[src/hw/adcps_defs.svh]
// Constants for the converter parallel read sequencer.
`ifndef ADCPS_DEFS_SVH
`define ADCPS_DEFS_SVH

// -----------------------------------------------------------------------------
// Timing
// -----------------------------------------------------------------------------
`define ADCPS_CLK_PERIOD_NS 10
`define ADCPS_CONV_TIME_NS  6000
`define ADCPS_CONV_CYCLES   ((`ADCPS_CONV_TIME_NS + `ADCPS_CLK_PERIOD_NS - 1) / `ADCPS_CLK_PERIOD_NS)

// -----------------------------------------------------------------------------
// Data layout and reset values
// -----------------------------------------------------------------------------
`define ADCPS_RES_W         12
`define ADCPS_HI_MSB        11
`define ADCPS_HI_LSB        8
`define ADCPS_RESULT_RESET  12'h000

`endif

[src/hw/adcps_pkg.sv]
// Types shared by the converter parallel read sequencer.
package adcps_pkg;

	// Conversion sequencer states, one-hot.
	typedef enum logic [1:0] {
		ADCPS_IDLE    = 2'b01,
		ADCPS_CONVERT = 2'b10
	} adcps_state_t;

endpackage

[src/hw/adcps_top.sv]
// Parallel result port and conversion sequencer of a sampling converter.
`timescale 1ns/1ns
`include "adcps_defs.svh"
//
// Contract
// - First read waits on busy until conversion ends.
// - High-byte read completes with no wait.
// - Read starts conversion, returns previous result.
// - Read after completion returns fresh result, restarts.
// - Start only when all three low; no restart.
// - Busy low throughout conversion, high after.
// - High-byte read: no start, four MSBs low lines.

module adcps_top #(
	parameter int CONV_CYCLES = `ADCPS_CONV_CYCLES	// Conversion length in clock cycles.
) (
	input  wire logic                    CLOCK,            // System clock, 100 MHz.
	input  wire logic                    RST,              // Synchronous reset, active high.
	input  wire logic                    CS_N,             // Device select pin, active low.
	input  wire logic                    RD_N,             // Read strobe pin, active low.
	input  wire logic                    HIGH_BYTE_SELECT, // High byte select pin.
	input  wire logic [`ADCPS_RES_W-1:0] CONV_RESULT,      // Result from the converter core.
	output logic      [`ADCPS_RES_W-1:0] D_OUT,            // Data bus output value.
	output logic      [`ADCPS_RES_W-1:0] D_OE,             // Data bus output enables.
	output logic                         BUSY_N,           // Low while converting.
	output logic                         CHANNEL_ADVANCE,  // Pulse when a sample is taken.
	output logic                         RESULT_VALID,     // Result stream word valid.
	output logic      [`ADCPS_RES_W-1:0] RESULT_DATA,      // Result stream word.
	input  wire logic                    RESULT_READY      // Result stream sink ready.
);

	// -------------------------------------------------------------------------
	// Pin synchronisers
	// -------------------------------------------------------------------------
	logic [2:0] pin_meta;
	logic [2:0] pin_sync;
	logic       cs_s;
	logic       rd_s;
	logic       hbs_s;

	// The strobes come from the host's domain, so each passes two flip-flops.
	// Both stages reset to the idle-high level, so no false strobe follows reset.
	// The price is two cycles of latency from pin to start decision.
	always_ff @(posedge CLOCK) begin
		if (RST) begin
			pin_meta <= 3'h7;
			pin_sync <= 3'h7;
		end else begin
			pin_meta <= {HIGH_BYTE_SELECT, RD_N, CS_N};
			pin_sync <= pin_meta;
		end
	end

	assign cs_s  = pin_sync[0];
	assign rd_s  = pin_sync[1];
	assign hbs_s = pin_sync[2];

	// -------------------------------------------------------------------------
	// Conversion sequencer
	// -------------------------------------------------------------------------
	// One conversion per access: the host must lift a strobe before the next.
	// The counter is wider than any sensible conversion length needs.
	adcps_pkg::adcps_state_t state;
	adcps_pkg::adcps_state_t next_state;
	logic [15:0]             count;
	logic [15:0]             next_count;
	logic                    armed;
	logic                    next_armed;
	logic                    next_busy_n;
	logic                    next_advance;
	logic [`ADCPS_RES_W-1:0] latch;
	logic [`ADCPS_RES_W-1:0] next_latch;
	logic                    start_req;
	logic                    push;
	logic                    buf_space;

	// A start needs all three inputs low and a fresh access; a held strobe
	// must not retrigger, so the request re-arms only when the read ends.
	assign start_req = ~cs_s & ~rd_s & ~hbs_s & armed;

	// Next-state logic for the sequencer and the output latch.
	always_comb begin
		next_state   = state;
		next_count   = count;
		next_armed   = armed;
		next_busy_n  = BUSY_N;
		next_advance = 1'b0;
		next_latch   = latch;
		push         = 1'b0;
		if (cs_s | rd_s) begin
			next_armed = 1'b1;
		end
		unique case (state)
			adcps_pkg::ADCPS_IDLE: begin
				// Starting only with buffer room means the finished word is never dropped.
				if (start_req && buf_space) begin
					next_state   = adcps_pkg::ADCPS_CONVERT;
					next_count   = 16'h0000;
					next_armed   = 1'b0;
					next_busy_n  = 1'b0;
					next_advance = 1'b1;
				end
			end
			adcps_pkg::ADCPS_CONVERT: begin
				// Further start requests are ignored here.
				next_count = count + 16'h0001;
				if (count == 16'(CONV_CYCLES - 1)) begin
					next_state  = adcps_pkg::ADCPS_IDLE;
					next_busy_n = 1'b1;
					next_latch  = CONV_RESULT;
					push        = 1'b1;
				end
			end
		endcase
	end

	// Sequencer registers.
	always_ff @(posedge CLOCK) begin
		if (RST) begin
			state           <= adcps_pkg::ADCPS_IDLE;
			count           <= 16'h0000;
			armed           <= 1'b0;
			BUSY_N          <= 1'b1;
			CHANNEL_ADVANCE <= 1'b0;
			latch           <= `ADCPS_RESULT_RESET;
		end else begin
			state           <= next_state;
			count           <= next_count;
			armed           <= next_armed;
			BUSY_N          <= next_busy_n;
			CHANNEL_ADVANCE <= next_advance;
			latch           <= next_latch;
		end
	end

	// -------------------------------------------------------------------------
	// Data bus drivers
	// -------------------------------------------------------------------------
	logic [`ADCPS_RES_W-1:0] next_dout;
	logic [`ADCPS_RES_W-1:0] next_oe;

	// The old latch is shown until the end of conversion, then the new word.
	// The enables follow only the strobes, so a high-byte read drives the bus too.
	// A high-byte read folds the four MSBs onto the low lines, middle nibble low, top nibble kept.
	always_comb begin
		next_oe = {`ADCPS_RES_W{~cs_s & ~rd_s}};
		if (hbs_s) begin
			next_dout = {latch[`ADCPS_HI_MSB:`ADCPS_HI_LSB], 4'h0,
				latch[`ADCPS_HI_MSB:`ADCPS_HI_LSB]};
		end else begin
			next_dout = latch;
		end
	end

	// Data bus registers.
	always_ff @(posedge CLOCK) begin
		if (RST) begin
			D_OUT <= `ADCPS_RESULT_RESET;
			D_OE  <= 12'h000;
		end else begin
			D_OUT <= next_dout;
			D_OE  <= next_oe;
		end
	end

	// -------------------------------------------------------------------------
	// Two-entry result buffer
	// -------------------------------------------------------------------------
	logic                    tail_valid;
	logic [`ADCPS_RES_W-1:0] tail;
	logic                    next_head_valid;
	logic [`ADCPS_RES_W-1:0] next_head;
	logic                    next_tail_valid;
	logic [`ADCPS_RES_W-1:0] next_tail;
	logic                    pop;

	// The head entry is the output register; the tail is the spare slot.
	// A full buffer holds off the next conversion rather than losing a word.
	// A word is pushed only at the end of a conversion, and the start gate
	// demands an empty tail, so the push always finds a free slot.
	assign buf_space = ~tail_valid;
	assign pop       = RESULT_VALID & RESULT_READY;

	// Next values for the buffer entries.
	always_comb begin
		next_head_valid = RESULT_VALID;
		next_head       = RESULT_DATA;
		next_tail_valid = tail_valid;
		next_tail       = tail;
		if (pop) begin
			next_head_valid = tail_valid;
			next_head       = tail;
			next_tail_valid = 1'b0;
		end
		if (push) begin
			if (next_head_valid) begin
				next_tail_valid = 1'b1;
				next_tail       = CONV_RESULT;
			end else begin
				next_head_valid = 1'b1;
				next_head       = CONV_RESULT;
			end
		end
	end

	// Buffer registers.
	always_ff @(posedge CLOCK) begin
		if (RST) begin
			RESULT_VALID <= 1'b0;
			RESULT_DATA  <= `ADCPS_RESULT_RESET;
			tail_valid   <= 1'b0;
			tail         <= `ADCPS_RESULT_RESET;
		end else begin
			RESULT_VALID <= next_head_valid;
			RESULT_DATA  <= next_head;
			tail_valid   <= next_tail_valid;
			tail         <= next_tail;
		end
	end

endmodule

[config.mk]
export PLATFORM = sky130hd
export DESIGN_NAME = adcps_top
export DESIGN_NICKNAME = d
export VERILOG_FILES = /design/src/hw/adcps_pkg.sv /design/src/hw/adcps_top.sv
export VERILOG_INCLUDE_DIRS = /design/src /design/src/hw
export SDC_FILE = /design/constraint.sdc
export NUM_CORES = 1
export LEC_CHECK = 0
export BUFFER_PORTS_ARGS = -buffer_cell sky130_fd_sc_hd__buf_2
export CAP_MARGIN = 30
export CORE_ASPECT_RATIO = 1.4
export CORE_MARGIN = 1.5
export CORE_UTILIZATION = 55
export DETAILED_ROUTE_END_ITERATION = 6
export GPL_TIMING_DRIVEN = 0
export PLACE_DENSITY = 0.78
export SYNTH_ARGS = -nofsm -noshare
export SYNTH_HDL_FRONTEND = slang
export SYNTH_SLANG_ARGS = --single-unit
[constraint.sdc]
create_clock -name CLOCK -period 2.1 [get_ports CLOCK]
set_input_delay 0.42 -clock CLOCK [delete_from_list [all_inputs] [get_ports CLOCK]]
set_output_delay 0.42 -clock CLOCK [all_outputs]
set_load 0.03 [all_outputs]
==> results of run 1 <==
[flip-flops by register name, indices dropped and copies added, names as in the netlist]
| register | cells |
|---|---|
| D_OUT | 12 |
| pin_sync | 3 |
| count | 16 |
| tail | 12 |
| RESULT_VALID | 1 |
| tail_valid | 1 |
| CHANNEL_ADVANCE | 1 |
| pin_meta | 3 |
| latch | 12 |
| armed | 1 |
| D_OE | 1 |
| state | 2 |
| RESULT_DATA | 12 |
[critical path: stages, from the launching register on]
cell and delay, ns:
dfxtp_2 0.37, or4b_4 0.55, nor4_4 0.15, buf_4 0.19
and3_1 0.16, buf_4 0.14, buf_8 0.16, mux2i_1 0.20
[cell families after synthesis]
logic type | after synthesis | share of synthesized area [%]
flops | 77 | 46.0
buf+inv | 42 | 6.90
compound gates | 53 | 11.2
mux | 40 | 11.9
fa+ha+maj | 1 | 0.373
simple gates | 139 | 23.7
[stage by stage]
stage	TNS (ns)	cell area (sq um)	hold slack, ns
after detailed placement	-0.326	3720	0.393
after CTS	0	3970	0.238
after global routing	0	3980	0.251
after floorplan	0	3350	0.389
final	0	3980	0.259
after global placement	-0.172	3720	0.394
[final cells by class]
cell class	instances	area share (%)
clock inverters	5	2.70
multi-input cells	233	39.8
repair buffers	56	7.11
plain buffers	34	5.09
well taps	70	2.20
flip-flops and latches	77	38.9
clock buffers	11	3.55
inverters	7	0.660
[per-layer routing]
metal | vias up | GRT usage, % | share of wire, %
li1 | 1348 | - | -
met1 | 1268 | 28.5 | 38
met2 | 117 | 47.6 | 52
met3 | 22 | 5.67 | 5.3
met4 | 0 | 12.1 | 4.1
met5 | - | 0 | 0
[synth_stat cells, types with 2 or more instances]
cell       count  area [sq um]
dfxtp_1       77          1540
mux2i_1       40           400
nand2b_1      39           244
nand2_1       21          78.8
nor2_1        18          67.6
clkbuf_1      17          63.8
nand3_1       17          85.1
a21o_1        13          97.6
a21oi_1       13          65.1
buf_4         12          90.1
nor3_1         9          45.0
o21ai_0        8          40.0
inv_1          7          26.3
and2_1         6          37.5
or2_2          6          37.5
a31oi_1        5          31.3
a311oi_1       3          26.3
and3_1         3          18.8
and4_1         3          26.3
nand4_1        3          18.8
or4_1          3          22.5
a41oi_1        2          17.5
buf_2          2          10.0
buf_6          2          22.5
nand4b_1       2          17.5
nand4bb_1      2          22.5
[timing repair]
action,in CTS,in global routing
gates cloned,0,0
pin swaps,1,0
setup buffers,1,0
setup endpoints to repair,12,31
gates resized for setup,0,8
[where the power goes]
group          internal, mW  switching (mW)  total (mW)
clock network         0.827           0.532        1.36
registers              1.47         0.00880        1.48
logic                0.0477          0.0877       0.135
total                  2.34           0.629        2.97
[worst max path at each step]
| stage | from | endpoint | slack [ns] | cells past startpoint |
|---|---|---|---|---|
| 2_1_floorplan | count[3] | RESULT_DATA[0] | 0.17 | 6 |
| 3_3_place_gp | count[3] | RESULT_DATA[2] | -0.02 | 6 |
| 3_5_place_dp | count[3] | RESULT_DATA[1] | -0.05 | 6 |
| 4_1_cts | count[4] | RESULT_DATA[1] | 0.03 | 8 |
| 5_1_grt | count[3] | RESULT_DATA[0] | 0.01 | 7 |
| 6_report | count[3] | RESULT_DATA[11] | 0.11 | 7 |
==> summary.md, run 1 <==
| Metric | Value |
|---|---|
| RR Startpoint | `count[3]` |
| Number of hold buffers added after cts | `0` |
| Slew of the pin with the lowest slew margin | `roughly 0.6 ns` |
| Number of CTS-inserted buffers | `9` |
| Max Transition Viols Final | `0` |
| Fill cell instance count of the final layout | `roughly 480` |
| Horizontal die dimension | `69.0 microns` |
| Number of rows created at floorplan | `33` |
| Routed wire length per instance | `roughly 16 microns` |
| Layout cell share with drive strength beyond 1 | `between 20% and 30%` |
| Post-synth top flop | `dfxtp_1` |
| Most common cell after layout, fill and taps aside | `dfxtp_1` |
| Final setup fails | `0` |
| Arrival time of data at the critical path endpoint | `roughly 2.3 ns` |
| # DRC | `0` |
| Post-synth net total | `between 300 and 400` |
| Capture endpoint of the worst hold path | `pin_meta[0]` |
| Total number of vias | `roughly 2800` |
| Share of synthesized area occupied by flip-flops and latches | `between 40 and 50%` |
| Category of the worst setup path launch point | `flop` |
| Total of flip-flops plus latches after synthesis | `77` |
| Pin count of the biggest net entering global routing | `14` |
| Post-layout power | `2.97 mW` |
| Hold/Removal Path Class | `input pin to flop` |
| Synth-to-layout area growth | `18.7%` |
| Final period utilization | `around 95%` |
| H-Tree Depth | `3` |
| Clock transition at the registers of the reported paths | `0.08 ns` |
| Worst EP required | `about 2.4 ns` |
| Multi-input gate area in the final layout | `~1600 sq um` |
| Worst clock skew | `between 0.01 and 0.015 ns` |
| Insertion delay to the later sink of the worst-skew pair | `around 0.34 ns` |
| Cell area after synthesis | `between 3000 and 4000 sq um` |
| Logic depth of the worst register-to-register path | `7` |
| Worst-case register-to-register setup slack | `approximately 0.11 ns` |
| Number of diodes | `0` |
| Min cycle time layout | `1.99 ns` |
| Total placed cells including tap cells | `477` |
| Power density over the cells | `between 700 and 800 nW/um^2` |
| Number of DRC violations after detailed-routing iteration 0 | `roughly 220` |
| Total wire length | `7700 microns` |
| Setup repair after global routing missed its margin | `no` |
| Max Fclk | `502 MHz` |
| VDD IR-drop max | `between 0.5 and 0.6 mV` |
| Worst setup EP type | `flop` |
| Maximum fanout along the worst path | `10` |
| Sequential cell area | `1550 sq um` |
| Sinks on Clock Net | `77` |
| Via count of the first global-routing pass | `around 2700` |
| Result of the run | `complete, no violations` |
| Number of hold violations in the final report | `0` |
| Number of flops mapped to enable cells by yosys | `0` |
| Count of different cell masters after synthesis | `between 40 and 50` |
| Clock tree from TritonCTS | `done` |
| Height of the chip | `between 90 and 100 microns` |
| Critical R2R Capture | `RESULT_DATA[11]` |
| Clock Path Buffers | `2` |
| Overall Global Routing Usage | `between 20% and 30%` |
| Initial core utilization | `a little under three fifths` |
| Number of top-level design ports | `between 50 and 60` |
| Leading cell types in the layout, fill and taps excluded | `dfxtp_1, buf_2, mux2i_1` |
| Number of detailed-route iterations in the first pass | `5` |
| Detailed-route vias per instance | `5.59` |
| Slack of the critical path | `0.109 ns` |
| Count of cells along the worst hold path | `2` |
| Static power due to leakage | `1.79 nW` |
| DP HPWL | `5560 microns` |
| Routability cong. | `0.913` |
| Mean instance size in the synthesized netlist | `~9.5 sq um` |
| Overall die area | `roughly 6600 sq um` |
| Count of mapped cells out of synthesis | `352` |
| Number of warnings printed during yosys synthesis | `0` |
| Worst rel slew slack | `about three fifths` |
| Area of the core | `between 5000 and 6000 sq um` |
| Antenna-violating nets left | `0` |
| Final net count | `about 440` |
| Final core occ | `just under 70%` |
| Total of buffers placed on input and output ports | `between 50 and 60` |
| Number of antenna violations at the first check in global routing | `0` |
| Worst Setup Path Type | `flop to flop` |
| Overflow left after global routing | `0` |
| Max-cap check violation count | `0` |
| Root buffer selected by CTS | `clkbuf_8` |
| Async set-or-reset flop fraction in the synthesized netlist | `0%` |
| Place WS | `-0.0522 ns` |
| Non-Filler Instances | `roughly 490` |
| Hold Crit Start | `CS_N` |
| Wire length of the first global-routing pass | `about 13000 microns` |
Note: power is estimated with default switching activity, not from simulation.
==> run 2: changes to the inputs <==
==> constraint.sdc (replaced) <==
create_clock -name CLOCK -period 2.1 [get_ports CLOCK]
set_input_delay 0.105 -clock CLOCK [delete_from_list [all_inputs] [get_ports CLOCK]]
set_output_delay 0.105 -clock CLOCK [all_outputs]
set_load 0.03 [all_outputs]
==> run 2 against run 1 <==
  * Total power rose by 0.38%
  * Register-to-register slack barely moved
  * Global-route usage rose by 0.096 points
  * Critical endpoint unchanged
  * Highest routed layer unchanged
  * Largest cell class unchanged
  * Largest power group unchanged
  * Sequential share of layout area fell by 0.29 points
  * Flip-flop and latch count did not move
==> summary.md, run 2 (synthesized netlist as in run 1, its figures left out) <==
| Metric | Value |
|---|---|
| Slew of the pin with the lowest slew margin | `0.617 ns (about the same)` |
| Height of the chip | `95.4 microns (unchanged)` |
| Cell family with most CP delay | `simple AND/OR/NAND/NOR gates (unchanged)` |
| Slowest stage cell, crit path | `or4b_4 (unchanged)` |
| Final core occ | `68.4% (was 67.9%)` |
| Maximum fanout along the worst path | `10 (unchanged)` |
| Worst clock skew | `0.00968 ns (was 0.0118 ns)` |
| Number of rows created at floorplan | `33 (unchanged)` |
| Number of top-level design ports | `57 (unchanged)` |
| Critical path cell sequence | `or4b_4, nor4_4, buf_4, and3_1, buf_4, buf_8, mux2i_1 (unchanged)` |
| Worst EP required | `2.37 ns (about the same)` |
| Routability cong. | `0.913 (unchanged)` |
| Power density over the cells | `744 nW/um^2 (was 747 nW/um^2)` |
| Capture endpoint of the worst hold path | `tail[2] (was pin_meta[0])` |
| Post-layout power | `2.98 mW (was 2.97 mW)` |
| Met1 usage | `28.6% (was 28.5%)` |
| Final net count | `440 (was 437)` |
| Met3 Use GR | `5.67% (unchanged)` |
| Count of cells along the worst hold path | `3 (was 2)` |
| Fill cell instance count of the final layout | `479 (was 481)` |
| Via count of the first global-routing pass | `2735 (was 2721)` |
| Result of the run | `complete, no violations (unchanged)` |
| Pin count of the biggest net entering global routing | `14 (unchanged)` |
| Max stage delay on crit path | `0.55 ns (about the same)` |
| Switching power total | `0.637 mW (was 0.629 mW)` |
| Horizontal die dimension | `69.0 microns (unchanged)` |
| Met2 GRT Util | `47.8% (was 47.6%)` |
| Crit. path cell count | `7 (unchanged)` |
| Arrival time of data at the critical path endpoint | `2.28 ns (was 2.26 ns)` |
| Total wire length | `7720 microns (was 7700 microns)` |
| Overall Global Routing Usage | `26.5% (was 26.4%)` |
| Internal portion of total power | `2.35 mW (was 2.34 mW)` |
| Worst Setup Path Type | `flop to flop (unchanged)` |
| Final period utilization | `95.3% (was 94.8%)` |
| Logic pwr share | `4.7% (was 4.6%)` |
| Root buffer selected by CTS | `clkbuf_8 (unchanged)` |
| Critical Path Most Common Cell | `buf_4 (unchanged)` |
| Routed wire length per instance | `15.6 microns (about the same)` |
| Number of DRC violations after detailed-routing iteration 0 | `198 (was 217)` |
| H-Tree Depth | `3 (unchanged)` |
| Setup repair after global routing missed its margin | `no (unchanged)` |
| Number of antenna violations at the first check in global routing | `0 (unchanged)` |
| Clock tree from TritonCTS | `done (unchanged)` |
| Category of the worst setup path launch point | `flop (unchanged)` |
| Static power due to leakage | `1.81 nW (was 1.79 nW)` |
| Sinks on Clock Net | `77 (unchanged)` |
| Max Fclk | `500 MHz (was 502 MHz)` |
| Clock transition at the registers of the reported paths | `0.08 ns (about the same)` |
| Initial core utilization | `57.2% (unchanged)` |
| RR Startpoint | `count[3] (unchanged)` |
| Final setup fails | `0 (unchanged)` |
| Worst-case register-to-register setup slack | `0.1 ns (was 0.11 ns)` |
| VDD IR-drop max | `0.514 mV (was 0.513 mV)` |
| Total of buffers placed on input and output ports | `55 (unchanged)` |
| Max-cap check violation count | `0 (unchanged)` |
| Detailed-route vias per instance | `5.58 (was 5.59)` |
| # DRC | `0 (unchanged)` |
| Sequential fraction of design power | `49.5% (was 49.7%)` |
| Number of flip-flops in the largest register | `16 (unchanged)` |
| Antenna-violating nets left | `0 (unchanged)` |
| Area of the core | `5860 sq um (unchanged)` |
| Min cycle time layout | `2.00 ns (was 1.99 ns)` |
| Insertion delay to the later sink of the worst-skew pair | `0.35 ns (was 0.34 ns)` |
| Layout cell share with drive strength beyond 1 | `24.9% (was 25.1%)` |
| Worst setup EP type | `flop (unchanged)` |
| Hold/Removal Path Class | `input pin to flop (unchanged)` |
| Logic depth of the worst register-to-register path | `7 (unchanged)` |
| Proportion of total power due to net switching | `21.3% (was 21.2%)` |
| Number of hold violations in the final report | `0 (unchanged)` |
| Total number of vias | `2768 (was 2755)` |
| Register ranked first by flip-flop count | `count (unchanged)` |
| Number of detailed-route iterations in the first pass | `4 (was 5)` |
| Synth-to-layout area growth | `19.6% (was 18.7%)` |
| Worst rel slew slack | `58.6% (was 58.5%)` |
| Critical path buffers and inverters | `3 (unchanged)` |
| Critical R2R Capture | `RESULT_DATA[11] (unchanged)` |
| Clock Path Buffers | `2 (unchanged)` |
| Leading cell types in the layout, fill and taps excluded | `dfxtp_1, buf_2, mux2i_1 (unchanged)` |
| Relative contribution of the clock network to total power | `45.8% (was 45.7%)` |
| Hold Crit Start | `CONV_RESULT[2] (was CS_N)` |
| Most used routing layer | `met2 (unchanged)` |
| Max Transition Viols Final | `0 (unchanged)` |
| Wire length of the first global-routing pass | `12800 microns (about the same)` |
| Number of diodes | `0 (unchanged)` |
| DP HPWL | `5560 microns (unchanged)` |
| Overall die area | `6580 sq um (unchanged)` |
| Overflow left after global routing | `0 (unchanged)` |
| Number of CTS-inserted buffers | `9 (unchanged)` |
| Most common cell after layout, fill and taps aside | `dfxtp_1 (unchanged)` |
==> run 2: changes by cell type in the layout (fill, tap and decap cells not counted) <==
cell	before	now
dlygate4sd3_1	0	3
==> run 2: cell type report <==
type	instances	area, sq um	area share [%]
Tap cell	70	87.6	2.18
Timing Repair Buffer	59	313	7.80
Buffer	34	203	5.06
Clock inverter	5	108	2.68
Clock buffer	11	141	3.53
Sequential cell	77	1550	38.6
Inverter	7	26.3	0.655
Multi-Input combinational cell	233	1580	39.5
==> run 2: timing repair <==
action | 4_1_cts | 5_1_grt
hold buffers | 3 | 0
buffers inserted | 1 | 0
gates resized for setup | 0 | 8
endpoints found under the setup margin | 12 | 31
endpoints found under the hold margin | 3 | 0
pin swaps | 1 | 0
cloned | 0 | 0
==> run 2: worst max-delay path by stage <==
| stage | startpoint | end | slack, ns |
|---|---|---|---|
| 4_1_cts | count[4] | RESULT_DATA[1] | 0.03 |
| 3_5_place_dp | count[3] | RESULT_DATA[1] | -0.05 |
| 5_1_grt | count[3] | RESULT_DATA[0] | 0.01 |
| 3_3_place_gp | count[3] | RESULT_DATA[2] | -0.02 |
| 6_report | count[3] | RESULT_DATA[11] | 0.1 |
| 2_1_floorplan | count[3] | RESULT_DATA[0] | 0.17 |
==> run 2: worst min-delay path: cells and delay by family <==
family | cells | cell delay (ns)
buffers and inverters | 1 | 0.07
AND/OR/NAND/NOR | 1 | 0.10
multiplexers | 1 | 0.13
==> run 2: power by group through the flow <==
stage	Clock [mW]	Sequential [mW]	Combinational [mW]
2_1_floorplan	0	1.51	0.0784
3_3_place_gp	0	1.51	0.133
3_5_place_dp	0	1.51	0.134
4_1_cts	1.37	1.48	0.139
5_1_grt	1.43	1.48	0.151
6_report	1.37	1.48	0.140
==> run 2: through the flow <==
| stage | instances | worst slack, ns | cell area (sq um) | hold WS, ns | setup TNS [ns] |
|---|---|---|---|---|---|
| 2_1_floorplan | 352 | 0.171 | 3350 | 0.209 | 0 |
| 3_3_place_gp | 477 | -0.0247 | 3720 | 0.287 | -0.172 |
| 3_5_place_dp | 477 | -0.0522 | 3720 | 0.290 | -0.326 |
| 4_1_cts | 497 | 0.0331 | 4000 | 0.100 | 0 |
| 5_1_grt | 496 | 0.0102 | 4010 | 0.118 | 0 |
| 6_report | 496 | 0.0984 | 4010 | 0.104 | 0 |
==> run 2: metal layers <==
layer	wire, microns	part of all wire, %
met1	2970	38
met2	4030	52
met3	387	5.0
met4	332	4.3
met5	0	0
==> run 3: changes to the inputs <==
- CORE_ASPECT_RATIO: 1.4 -> 1.25
==> run 3 against run 2 <==
  * Clock skew decreased by 0.0047 ns
  * Final cell count rose by 3.6%
  * Register-to-register slack got worse by 0.07 ns
  * Critical path type unchanged
  * Highest routed layer unchanged
==> summary.md, run 3 (synthesized netlist as in run 1, its figures left out) <==
| Metric | Value |
|---|---|
| Worst-case register-to-register setup slack | `0.03 ns (was 0.1 ns)` |
| Area of the core | `5860 sq um (about the same)` |
| Worst clock skew | `0.00495 ns (was 0.00968 ns)` |
| Overflow left after global routing | `0 (unchanged)` |
| Arrival time of data at the critical path endpoint | `2.32 ns (was 2.28 ns)` |
| Height of the chip | `90.3 microns (was 95.4 microns)` |
| Number of antenna violations at the first check in global routing | `0 (unchanged)` |
| Overall die area | `6580 sq um (about the same)` |
| Category of the worst setup path launch point | `flop (unchanged)` |
| Initial core utilization | `57.3% (was 57.2%)` |
| Routed length on met2 | `4040 microns (was 4030 microns)` |
| Worst setup EP type | `flop (unchanged)` |
| Pin count of the biggest net entering global routing | `14 (unchanged)` |
| Max-cap check violation count | `0 (unchanged)` |
| Capture endpoint of the worst hold path | `tail[4] (was tail[2])` |
| Slew of the pin with the lowest slew margin | `0.578 ns (was 0.617 ns)` |
| Result of the run | `complete, no violations (unchanged)` |
| Overall Global Routing Usage | `25.2% (was 26.5%)` |
| Worst hold slack across all endpoints | `0.0816 ns (was 0.104 ns)` |
| Antenna-violating nets left | `0 (unchanged)` |
| Critical R2R Capture | `tail[6] (was RESULT_DATA[11])` |
| Clock Path Buffers | `2 (unchanged)` |
| Max layer used | `met4 (unchanged)` |
| Met1 WL | `3230 microns (was 2970 microns)` |
| Number of hold violations in the final report | `0 (unchanged)` |
| Clock tree from TritonCTS | `done (unchanged)` |
| Register ranked first by flip-flop count | `count (unchanged)` |
| Max Fclk | `483 MHz (was 500 MHz)` |
| Worst Setup Path Type | `flop to flop (unchanged)` |
| Insertion delay to the later sink of the worst-skew pair | `0.36 ns (was 0.35 ns)` |
| Number of diodes | `0 (unchanged)` |
| H-Tree Depth | `3 (unchanged)` |
| Wire length of the first global-routing pass | `12800 microns (about the same)` |
| Hold/Removal Path Class | `input pin to flop (unchanged)` |
| Final period utilization | `98.6% (was 95.3%)` |
| Synth-to-layout area growth | `21.3% (was 19.6%)` |
| Detailed-route vias per instance | `5.49 (was 5.58)` |
| Horizontal die dimension | `72.8 microns (was 69.0 microns)` |
| Number of detailed-route iterations in the first pass | `4 (unchanged)` |
| Final net count | `446 (was 440)` |
| # DRC | `0 (unchanged)` |
| Via count of the first global-routing pass | `2607 (was 2735)` |
| Total wire length | `7880 microns (was 7720 microns)` |
| Number of CTS-inserted buffers | `9 (unchanged)` |
| Clock transition at the registers of the reported paths | `0.08 ns (about the same)` |
| Total of buffers placed on input and output ports | `55 (unchanged)` |
| Min cycle time layout | `2.07 ns (was 2.00 ns)` |
| Layout cell share with drive strength beyond 1 | `25.5% (was 24.9%)` |
| Max Transition Viols Final | `0 (unchanged)` |
| Worst EP required | `2.35 ns (was 2.37 ns)` |
| Static power due to leakage | `1.84 nW (was 1.81 nW)` |
| Place WS | `-0.0359 ns (was -0.0522 ns)` |
| Final setup fails | `0 (unchanged)` |
| Most common cell after layout, fill and taps aside | `dfxtp_1 (unchanged)` |
| Routed wire length per instance | `15.3 microns (was 15.6 microns)` |
| Leading cell types in the layout, fill and taps excluded | `dfxtp_1, buf_2, mux2i_1 (unchanged)` |
| Number of DRC violations after detailed-routing iteration 0 | `267 (was 198)` |
| VDD IR-drop max | `0.473 mV (was 0.514 mV)` |
| Power density over the cells | `707 nW/um^2 (was 744 nW/um^2)` |
| Sinks on Clock Net | `77 (unchanged)` |
| Total number of vias | `2823 (was 2768)` |
| Maximum fanout along the worst path | `5 (was 10)` |
| Launch point of the critical path | `count[3] (unchanged)` |
| Worst rel slew slack | `61.2% (was 58.6%)` |
| Amount of wire on met3 after detailed routing | `390 microns (was 387 microns)` |
| Logic depth of the worst register-to-register path | `6 (was 7)` |
| Number of top-level design ports | `57 (unchanged)` |
| Root buffer selected by CTS | `clkbuf_8 (unchanged)` |
| Number of flip-flops in the largest register | `16 (unchanged)` |
| Number of rows created at floorplan | `31 (was 33)` |
| Slack of the critical path | `0.0292 ns (was 0.0984 ns)` |
| Count of cells along the worst hold path | `3 (unchanged)` |
| DP HPWL | `5390 microns (was 5560 microns)` |
| RR Startpoint | `count[3] (unchanged)` |
| Hold Crit Start | `CONV_RESULT[4] (was CONV_RESULT[2])` |
| Routability cong. | `0.931 (was 0.913)` |
run 3: layer usage:
| metal | track usage (%) | up-vias |
|---|---|---|
| met3 | 3.68 | 20 |
| met5 | 0 | - |
| met4 | 12.3 | 0 |
| met2 | 42.7 | 102 |
| li1 | - | 1370 |
| met1 | 30.4 | 1331 |
run 3: cell type report:
class,count,area [sq um]
inverter,7,26.3
tap,82,103
clock inverter,6,86.3
buffer,33,206
clock buffer,10,138
multi-input combinational,233,1580
sequential,77,1550
fill,456,1790
timing repair buffer,66,383
run 3: how the worst max path moves through the flow:
stage | endpoint | slack [ns] | depth (start not counted)
after floorplan | RESULT_DATA[0] | 0.17 | 6
after global placement | RESULT_DATA[10] | -0.007 | 6
after detailed placement | RESULT_DATA[4] | -0.04 | 6
after CTS | RESULT_DATA[4] | 0.03 | 7
after global routing | tail[9] | -0.02 | 6
final | tail[6] | 0.03 | 6
run 3: where the power goes:
part           leakage (nW)  switching [mW]  internal [mW]
logic                  1.11          0.0891         0.0514
clock network         0.112           0.562          0.699
registers             0.623         0.00765           1.47
total                  1.84           0.659           2.22
run 3: metrics by stage:
step | total power, mW | area (sq um) | setup TNS (ns) | instances | utilization (%)
4_1_cts | 2.89 | 3980 | 0 | 507 | 68.0
5_1_grt | 2.97 | 4070 | -0.0522 | 514 | 69.5
3_3_place_gp | 1.64 | 3730 | -0.0295 | 489 | 63.7
3_5_place_dp | 1.64 | 3730 | -0.247 | 489 | 63.7
6_report | 2.88 | 4070 | 0 | 514 | 69.5
2_1_floorplan | 1.59 | 3350 | 0 | 352 | -
run 3: what timing repair did:
action,in CTS,in global routing
setup endpoints to repair,10,20
hold buffers,3,0
pin swaps,1,1
hold endpoints to repair,3,0
setup buffers,0,7
gates cloned,0,1
resized for setup,0,7
run 3: critical path: stages (launching register included):
cell,delay (ns)
dfxtp_4,0.36
or4b_4,0.54
nor4_4,0.34
buf_4,0.19
o2111ai_4,0.18
clkbuf_16,0.23
mux2i_1,0.11
